### src/touch_out_pkg.sv
// Shared constants and types for the touch output mode controller
package touch_out_pkg;
	localparam int unsigned CLK_HZ = 100_000_000;
	// Timing figures in their own units
	localparam int unsigned TICK_MS = 1;
	localparam int unsigned HOLD_SHORT_S = 10;
	localparam int unsigned HOLD_LONG_S = 60;
	localparam int unsigned LIVENESS_US = 300;
	localparam int unsigned TICK_CYCLES = CLK_HZ / 1000 * TICK_MS;
	localparam int unsigned HOLD_SHORT_TICKS = HOLD_SHORT_S * 1000 / TICK_MS;
	localparam int unsigned HOLD_LONG_TICKS = HOLD_LONG_S * 1000 / TICK_MS;
	localparam int unsigned LIVENESS_CYCLES = CLK_HZ / 1_000_000 * LIVENESS_US;
	localparam int unsigned CONSENSUS = 3;
	localparam int unsigned TICK_W = 17;
	localparam int unsigned HOLD_W = 16;
	localparam int unsigned HB_W = 15;
	// Register byte offsets and fields
	localparam logic [7:0] CTRL_OFS = 8'h00;
	localparam logic [7:0] STATUS_OFS = 8'h04;
	localparam int unsigned CTRL_RECAL_BIT = 0;
	localparam logic [31:0] RDATA_RESET = 32'h0000_0000;

	typedef enum logic [1:0] {HOLD_SHORT, HOLD_LONG, HOLD_NONE} hold_t;

	typedef struct packed {
		logic toggle;
		hold_t hold;
	} mode_t;

	typedef struct packed {
		logic [1:0] s1;
		logic [1:0] s2;
		logic [1:0] s3;
		logic [1:0] straps;
		logic valid;
		logic [1:0] fill;
	} strap_state_t;

	typedef struct packed {
		logic wr_pend;
		logic [7:0] waddr;
		logic [31:0] hrdata;
		logic detect;
		logic [1:0] cons;
		logic blocked;
		logic toggle_on;
		logic pin_high;
		logic oe;
		logic recal;
		logic [TICK_W-1:0] tick;
		logic [HOLD_W-1:0] hold;
		logic [HB_W-1:0] hb;
		logic hb_act;
	} ctl_state_t;

	// Strap a is the first strap, b the second
	function automatic mode_t decode_straps(input logic a, input logic b);
		mode_t m;
		m.toggle = 1'b0;
		m.hold = HOLD_SHORT;
		if (a && !b) begin
			m.hold = HOLD_LONG;
		end else if (!a && b) begin
			m.hold = HOLD_NONE;
		end else if (!a && !b) begin
			m.toggle = 1'b1;
		end
		return m;
	endfunction
endpackage

### src/strap_sampler.sv
// Power-up capture of the two option straps
`timescale 1ns/10ps
`default_nettype none
module strap_sampler (
	input wire logic clk_in,
	input wire logic srst_in,
	input wire logic [1:0] pins_in,
	output logic [1:0] straps_out,
	output logic valid_out
);
	touch_out_pkg::strap_state_t s, next_s;

	always_comb begin
		next_s = s;
		next_s.s1 = pins_in;
		next_s.s2 = s.s1;
		next_s.s3 = s.s2;
		// Stages hold reset zeros at first, so wait until all three are real
		next_s.fill = (s.fill == 2'h3) ? s.fill : s.fill + 2'h1;
		// Captured once; later strap changes are ignored until reset
		if (!s.valid && s.fill == 2'h3 && s.s2 == s.s3) begin
			next_s.straps = s.s3;
			next_s.valid = 1'b1;
		end
	end

	always_ff @(posedge clk_in) begin
		if (srst_in) begin
			s <= '0;
		end else begin
			s <= next_s;
		end
	end

	assign straps_out = s.straps;
	assign valid_out = s.valid;
endmodule
`default_nettype wire

### src/touch_output_mode_control.sv
// Output stage of a single-channel touch sensor with AHB-Lite status access
//
// The implementer's own choices: the register addresses and register access over AHB-Lite.
`timescale 1ns/10ps
`default_nettype none
module touch_output_mode_control #(
	parameter int unsigned TICK_CYCLES = touch_out_pkg::TICK_CYCLES,
	parameter int unsigned HOLD_SHORT_TICKS = touch_out_pkg::HOLD_SHORT_TICKS,
	parameter int unsigned HOLD_LONG_TICKS = touch_out_pkg::HOLD_LONG_TICKS,
	parameter int unsigned LIVENESS_CYCLES = touch_out_pkg::LIVENESS_CYCLES
) (
	input wire logic clk_in,
	input wire logic srst_in,
	input wire logic option_strap_a_in,
	input wire logic option_strap_b_in,
	input wire logic burst_done_in,
	input wire logic burst_detect_in,
	output logic sense_out,
	output logic sense_oe_out,
	output logic recal_out,
	input wire logic hsel_in,
	input wire logic [31:0] haddr_in,
	input wire logic [1:0] htrans_in,
	input wire logic hwrite_in,
	input wire logic [2:0] hsize_in,
	input wire logic [31:0] hwdata_in,
	input wire logic hready_in,
	output logic [31:0] hrdata_out,
	output logic hreadyout_out,
	output logic hresp_out
);
	localparam logic [1:0] CONS_LAST = 2'(touch_out_pkg::CONSENSUS - 1);
	localparam int unsigned TICK_W_L = touch_out_pkg::TICK_W;
	localparam logic [TICK_W_L-1:0] TICK_LAST = TICK_W_L'(TICK_CYCLES - 1);
	localparam int unsigned HOLD_W_L = touch_out_pkg::HOLD_W;
	localparam int unsigned HB_W_L = touch_out_pkg::HB_W;
	localparam logic [HOLD_W_L-1:0] SHORT_LIM = HOLD_W_L'(HOLD_SHORT_TICKS);
	localparam logic [HOLD_W_L-1:0] LONG_LIM = HOLD_W_L'(HOLD_LONG_TICKS);
	localparam logic [HB_W_L-1:0] HB_LAST = HB_W_L'(LIVENESS_CYCLES - 1);

	touch_out_pkg::ctl_state_t s, next_s;
	touch_out_pkg::mode_t mode;
	logic [1:0] straps;
	logic straps_valid;
	logic tick;
	logic expire;
	logic sw_recal;
	logic burst;
	logic [HOLD_W_L-1:0] limit;
	logic [31:0] rd_value;
	logic take;
	logic [HB_W_L-1:0] float_len;

	////////////////////////////////////////////////////////////////////////
	// power-up strap capture
	strap_sampler u_straps (
		.clk_in(clk_in),
		.srst_in(srst_in),
		.pins_in({option_strap_a_in, option_strap_b_in}),
		.straps_out(straps),
		.valid_out(straps_valid)
	);

	assign mode = touch_out_pkg::decode_straps(straps[1], straps[0]);

	////////////////////////////////////////////////////////////////////////
	always_comb begin
		next_s = s;
		next_s.recal = 1'b0;
		// Only whole-word transfers inside the block's window are taken
		take = hready_in && hsel_in && htrans_in[1] && hsize_in == 3'h2
			&& haddr_in[31:8] == 24'h000000;
		rd_value = 32'h0000_0000;
		if ({haddr_in[7:2], 2'b00} == touch_out_pkg::STATUS_OFS) begin
			rd_value = {21'h000000, straps_valid, s.hb_act, s.cons,
				s.toggle_on, s.detect, mode.hold, mode.toggle,
				s.blocked, !s.pin_high};
		end
		// Write takes effect at the end of its data phase
		sw_recal = s.wr_pend && s.waddr == touch_out_pkg::CTRL_OFS
			&& hwdata_in[touch_out_pkg::CTRL_RECAL_BIT];
		// Read data must stand in the data phase, so fetch it now
		next_s.wr_pend = 1'b0;
		next_s.hrdata = 32'h0000_0000;
		if (take) begin
			next_s.wr_pend = hwrite_in;
			next_s.waddr = {haddr_in[7:2], 2'b00};
			if (!hwrite_in) begin
				next_s.hrdata = rd_value;
			end
		end
		tick = s.tick == TICK_LAST;
		next_s.tick = tick ? '0 : s.tick + 1'b1;
		// toggle mode forces the short timeout
		limit = (mode.toggle || mode.hold == touch_out_pkg::HOLD_SHORT)
			? SHORT_LIM : LONG_LIM;
		expire = s.detect && s.hold == limit
			&& (mode.toggle || mode.hold != touch_out_pkg::HOLD_NONE);
		burst = burst_done_in && straps_valid;
		if (burst) begin
			if (!burst_detect_in) begin
				next_s.cons = 2'b00;
				next_s.detect = 1'b0;
				next_s.blocked = 1'b0;
			end else if (!s.blocked && !s.detect) begin
				if (s.cons == CONS_LAST) begin
					next_s.detect = 1'b1;
				end else begin
					next_s.cons = s.cons + 1'b1;
				end
			end
		end
		if (!s.detect) begin
			next_s.hold = '0;
		end else if (tick) begin
			next_s.hold = s.hold + 1'b1;
		end
		// recalibration clears detection until a clean burst
		if (expire || sw_recal) begin
			next_s.recal = 1'b1;
			next_s.detect = 1'b0;
			next_s.cons = 2'b00;
			next_s.hold = '0;
			next_s.blocked = 1'b1;
		end
		if (mode.toggle && next_s.detect && !s.detect) begin
			next_s.toggle_on = !s.toggle_on;
		end
		if (s.hb_act) begin
			next_s.hb = s.hb + 1'b1;
			if (s.hb == HB_LAST) begin
				next_s.hb_act = 1'b0;
			end
		end
		if (burst) begin
			next_s.hb_act = 1'b1;
			next_s.hb = '0;
		end
		// detection keeps the pin driven, with no liveness float
		if (next_s.detect) begin
			next_s.hb_act = 1'b0;
		end
		next_s.pin_high = mode.toggle ? !next_s.toggle_on : !next_s.detect;
		next_s.oe = !next_s.hb_act;
		if (!straps_valid) begin
			next_s.pin_high = 1'b1;
		end
	end

	// output inactive and toggle off out of reset
	always_ff @(posedge clk_in) begin
		if (srst_in) begin
			s <= '0;
			s.pin_high <= 1'b1;
			s.oe <= 1'b1;
			s.hrdata <= touch_out_pkg::RDATA_RESET;
		end else begin
			s <= next_s;
		end
	end

	assign sense_out = s.pin_high;
	assign sense_oe_out = s.oe;
	assign recal_out = s.recal;
	assign hrdata_out = s.hrdata;
	// Zero wait states, always OKAY
	assign hreadyout_out = 1'b1;
	assign hresp_out = 1'b0;

	// Assertion helper: float cycles since the float began or was restarted
	always_ff @(posedge clk_in) begin
		if (srst_in || sense_oe_out || burst) begin
			float_len <= '0;
		end else begin
			float_len <= float_len + 1'b1;
		end
	end
endmodule
`default_nettype wire

### config.mk
export PLATFORM = sky130hd
export DESIGN_NAME = touch_output_mode_control
export DESIGN_NICKNAME = d
export VERILOG_FILES = /design/src/touch_out_pkg.sv /design/src/strap_sampler.sv /design/src/touch_output_mode_control.sv
export SDC_FILE = /design/constraint.sdc
export NUM_CORES = 1
export LEC_CHECK = 0
export ABC_AREA = 0
export ABC_CLOCK_PERIOD_IN_PS = 4950
export BUFFER_PORTS_ARGS = -buffer_cell sky130_fd_sc_hd__buf_2
export CAP_MARGIN = 5
export CORE_MARGIN = 10
export CORE_UTILIZATION = 56
export DETAILED_ROUTE_END_ITERATION = 8
export HOLD_SLACK_MARGIN = 0.05
export PLACE_DENSITY = 0.85
export SYNTH_ARGS = -nofsm -noshare
export SYNTH_HDL_FRONTEND = slang
export SYNTH_HIERARCHICAL = 1
export SYNTH_SLANG_ARGS = --single-unit
### constraint.sdc
create_clock -name clk_in -period 4.95 [get_ports clk_in]
set_input_delay 0.2475 -clock clk_in [delete_from_list [all_inputs] [get_ports clk_in]]
set_output_delay 0.2475 -clock clk_in [all_outputs]
set_load 0.02 [all_outputs]
Word level (Yosys, flattened, before mapping)
Index checks and enable logic that the tools add are counted.
{"block": "totals", "ff_bits": 107, "latchBits": 0, "ramBits": 0, "romBits": 0, "out_inout_bits": 37, "elab_cells": 106, "mem_count": 0}
{"block": "op_classes", "add_sub_neg": 5, "mul": 0, "div_mod_pow": 0, "n_lt_le_gt_ge": 0, "n_eq_ne": 12, "shift": 0, "n_mux": 20, "bitwise": 4, "n_reduce_logical": 44}
{"op": "24-bit logical NOT", "n": 1}
{"op": "17-bit by 1-bit adder with 17-bit output, second input constant", "n": 1}
{"op": "17-bit == test, second input constant", "n": 1}
{"op": "1-bit logical AND", "n": 17}
{"op": "16-bit by 1-bit adder with 16-bit output, second input constant", "n": 1}
{"op": "16-bit == test", "n": 1}
{"op": "16-bit two-way mux", "n": 1}
{"op": "15-bit by 1-bit adder with 15-bit output, second input constant", "n": 1}
{"op": "15-bit == test, second input constant", "n": 1}
{"op": "1-bit two-way mux", "n": 12}
{"op": "1-bit logical NOT", "n": 10}
{"op": "2-bit OR reduction", "n": 5}
{"op": "8-bit logical NOT", "n": 1}
{"op": "4-bit two-way mux", "n": 2}
{"op": "6-bit by 1-bit == test with 1-bit output, second input constant", "n": 1}
{"op": "2-bit two-way mux", "n": 3}
{"op": "3-bit two-way mux", "n": 2}
{"op": "3-bit OR reduction", "n": 2}
{"op": "2-bit by 1-bit adder with 2-bit output, second input constant", "n": 2}
{"op": "2-bit == test, second input constant", "n": 2}
{"op": "2-bit by 1-bit inequality test with 1-bit output, second input constant", "n": 2}
{"op": "2-bit inequality test, second input constant", "n": 2}
{"op": "1-bit NOT", "n": 4}
{"op": "4-bit OR reduction", "n": 1}
{"op": "other kinds (7)", "n": 9}

Logic depth before layout (Yosys ltp)
{"block": "logic_depth", "ltp_word": 17, "mapped_depth": 9, "depth_no_buf": 7}

Hierarchy
The synthesis kept the hierarchy.
{"module": "touch_output_mode_control", "n_inst": 1, "cells_per_inst": 419, "area_each_um2": 3623.5}
{"module": "strap_sampler", "n_inst": 1, "cells_per_inst": 35, "area_each_um2": 412.9}

Worst setup path after synthesis
No wires, ideal clock.
{"block": "synth_timing", "path_kind": "register to register", "from": "register u_straps.s (netlist bit u_straps/straps_out[0])", "to": "register s[16] (netlist bit)", "setup_ns": 0.128, "arrival_ns": 2.231, "required_time_ns": 4.822, "slack_ns": 2.591, "path_stages_with_launch": 10, "period_less_slack_ns": 2.359, "path_cell_list": "dfxtp_1 -> buf_4 -> inv_1 -> ha_1 -> or4bb_1 -> o31ai_1 -> o2111ai_1 -> nand4b_1 -> clkbuf_1 -> nor2_1"}
{"block": "synth_between", "elab_chain_cells": 12, "elab_cells_between_ends": 19, "cone_classes": "eq/ne (2); mux (6); reduce/logical (11)"}
{"item": "start, declared", "line_no": "strap_sampler.sv:11", "text": "touch_out_pkg::strap_state_t s, next_s;"}
{"item": "start signal, assigned", "line_no": "strap_sampler.sv:31", "text": "s <= next_s;"}
{"item": "1-bit logical NOT", "line_no": "touch_out_pkg.sv:61, touch_out_pkg.sv:65"}
{"item": "1-bit logical AND", "line_no": "touch_out_pkg.sv:65", "text": "end else if (!a && !b) begin"}
{"item": "1-bit two-way mux", "line_no": "touch_out_pkg.sv:65"}
{"item": "1-bit two-way mux", "line_no": "touch_out_pkg.sv:63", "text": "end else if (!a && b) begin"}
{"item": "1-bit two-way mux", "line_no": "touch_out_pkg.sv:61", "text": "if (a && !b) begin"}
{"item": "1-bit logical OR", "line_no": "touch_output_mode_control.sv:95", "text": "limit = (mode.toggle || mode.hold == touch_out_pkg::HOLD_SHORT)"}
{"item": "16-bit two-way mux", "line_no": "touch_output_mode_control.sv:96", "text": "? SHORT_LIM : LONG_LIM;"}
{"item": "16-bit == test", "line_no": "touch_output_mode_control.sv:97", "text": "expire = s.detect && s.hold == limit"}
{"item": "1-bit logical AND", "line_no": "touch_output_mode_control.sv:97"}
{"item": "1-bit logical AND *", "line_no": "touch_output_mode_control.sv:98", "text": "&& (mode.toggle || mode.hold != touch_out_pkg::HOLD_NONE);"}
{"item": "1-bit logical OR *", "line_no": "touch_output_mode_control.sv:119", "text": "if (expire || sw_recal) begin"}
{"item": "3-bit OR reduction (no source line) *"}
{"item": "end signal, assigned", "line_no": "touch_output_mode_control.sv:158", "text": "s <= next_s;"}
{"item": "end, declared", "line_no": "touch_output_mode_control.sv:41", "text": "touch_out_pkg::ctl_state_t s, next_s;"}
Mark *: on every way between the ends. The rest lies on a longest branch, timed or not.
A chain may end at the register's enable or synchronous reset.

Worst setup path in the final report
{"block": "layout_timing", "from": "register u_straps.s (netlist bit u_straps/straps_out[0])", "to": "register s[24] (netlist bit)"}
Same word-level chain as after synthesis.

==> results.json <==
{
  "overflow": 0,
  "ys.flop_type": "dfxtp_1",
  "avgRoutedWirePerCell_um": 13.97,
  "dr_wl_met3_um": 415,
  "place_congestion": 0.8528,
  "clk_pin_slew_ps": 80,
  "grt.total_usage_pct": 15.56,
  "drc": 0,
  "multi_input_area_mm2": 0.002023,
  "regArea_mm2": 0.001722,
  "grt_pass1_wl_um": 14610,
  "fin_crit_sh_pct": 54.69,
  "io_pins": 115,
  "n_fill_cell": 584,
  "finalMaxSlewViolations": 0,
  "design_area_mm2": 0.004395,
  "drtPass1Iterations": 4,
  "fmax_mhz": 369.4,
  "rsz0062_at_grt": "false",
  "cts_made_buffers": 9,
  "die_w_um": 104.9,
  "fin_tns_setup_ps": 0,
  "top_layer": "met4",
  "reg2reg_slack_ps": 2240,
  "synthDistinctLibCells": 48,
  "post_cts_resized": 0,
  "layout_common_cells": "86 x dfxtp_1, 70 x nor2_1, 57 x buf_2",
  "cp-end-kind": "register",
  "postCtsSetupBuffers": 0,
  "min_path_type": "primary input to register",
  "nets": 579,
  "worst_ep_arrival_time_ps": 2930,
  "wl_met1_um": 3278,
  "num_antenna_cells": 0,
  "maxCapViolations": 0,
  "core_mm2": 0.006907,
  "dr.first_iter.drc_count": 159,
  "skew_ps": 5.520,
  "setup_viol": 0,
  "slew_headroom_pct": 51.89,
  "startpoint_type": "register",
  "crit_type": "register to register",
  "syn-cell-area_mm2": 0.004036,
  "cts.sinks": 86,
  "dr_wl_met2_um": 4395,
  "synth-edff-count": 0,
  "cts_tree": "done",
  "path_max_fanout": 16,
  "peakVddDrop_v": 0.0002563,
  "initial_core_util_pct": 58.44,
  "ant_nets": 0,
  "root_buffer": "clkbuf_8",
  "rows": 30,
  "htreeDepth": 3,
  "layout_commonest_cell": "dfxtp_1",
  "port_buffers": 57,
  "syn2layout_area_growth_pct": 8.897,
  "dp_hpwl_um": 6199,
  "synth-async-reset-ratio_pct": 0,
  "drt-vias-per-instance": 5.313,
  "wl_um": 8268,
  "vias": 3145,
  "cts_buffer_depth": 2,
  "status": "finished clean",
  "crit_required_ps": 5170,
  "antenna_found_initial": 0,
  "preCtsSetupSlack_ps": 2272,
  "p_leak_nw": 1.659,
  "postCtsHoldBufs": 0,
  "grt_pass1_vias": 3344,
  "yosysWarningCount": 6,
  "syn_area_per_cell_um2": 8.891,
  "period_needed_ps": 2707,
  "seq_area_frac_synth_pct": 42.65,
  "total_power_w": 0.001297,
  "max_slew.worst_pin.slew_ps": 717.9,
  "dieArea_mm2": 0.01100,
  "placed_cell_area_mm2": 0.004192,
  "synthCells": 454,
  "p_per_area_mw_per_mm2": 295.2,
  "synth_seq_cells": 86,
  "finalHoldViolations": 0,
  "grt_start_max_net_pins": 34,
  "setup_ws_ps": 2243,
  "clk_latency_ps": 360,
  "die_h_um": 104.9,
  "drive_gt1_share_pct": 15.32
}
## sequential cells by signal, indices dropped and copies added (netlist names)
signal               count
hrdata_out              11
recal_out                1
s                       61
sense_oe_out             1
sense_out                1
u_straps/next_s          4
u_straps/s               4
u_straps/straps_out      2
u_straps/valid_out       1
## cell usage after synthesis (11+ instances only)
library cell / count / area [um^2]
dfxtp_1: 86 / 1722
nor2_1: 70 / 262.8
buf_4: 36 / 270.3
nand2_1: 22 / 82.58
xnor2_1: 22 / 192.7
xor2_1: 21 / 183.9
nand3_1: 20 / 100.1
nor4_1: 18 / 112.6
nand4_1: 16 / 100.1
and2_1: 14 / 87.58
clkbuf_1: 12 / 45.04
inv_1: 11 / 41.29
## worst max-delay path: stages (launching register included)
cell and delay (ps):
dfxtp_1 380, inv_1 90, ha_1 350, or4bb_1 500
o31ai_1 90, o2111ai_1 360, nand4b_1 670, nor2_1 130
## logic make-up (layout without fill, tap and decap cells)
logic type / after synthesis / after routing / share of synthesized area [%]
XOR/XNOR: 43 / 43 / 9.330
adder cells (fa/ha/maj): 9 / 9 / 2.790
flip-flops: 86 / 86 / 42.65
AO/OA/AOI/OAI: 21 / 21 / 3.472
buffers and inverters: 62 / 83 / 9.175
AND/OR/NAND/NOR: 220 / 220 / 29.63
other: 2 / 23 / 0.1861
multiplexers: 11 / 11 / 2.759
## stage by stage
step                      util, %  hold slack [ps]  std cells
final                       63.64            94.63        592
after global routing        63.64            94.57        592
after CTS                   63.64            82.68        592
after detailed placement    60.69            397.7        577
after global placement      60.69            399.8        577
after floorplan                 -            375.7        475
## worst paths after layout
path / start / to / cells past startpoint
setup / recovery: u_straps/straps_out[0] / s[24] / 7
hold / removal: option_strap_a_in / u_straps/next_s[8] / 2
setup reg to reg: u_straps/straps_out[0] / s[24] / 7
hold reg to reg: sense_out / hrdata_out[0] / 1
## report_power, final
part	total [W]	leakage, nW	switching, W	internal [W]
clock	0.000516	0.0994	0.000235	0.000281
sequential	0.000709	0.695	0.00000808	0.000701
combinational	0.0000720	0.865	0.0000435	0.0000285
## cell type report
cell class	instances	share of cell area [%]
clock inverter	4	1.651
multi-input combinational	327	46.03
timing repair buffer	57	6.490
sequential	86	39.17
clock buffer	11	2.989
tap	96	2.733
inverter	11	0.9394
## routing by layer
| layer | track usage (%) | up-vias |
|---|---|---|
| li1 | - | 1568 |
| met1 | 15.95 | 1494 |
| met2 | 28.34 | 66 |
| met3 | 4.975 | 17 |
| met4 | 6.667 | 0 |
| met5 | 0 | - |
Note: power is estimated with default switching activity, not from simulation.
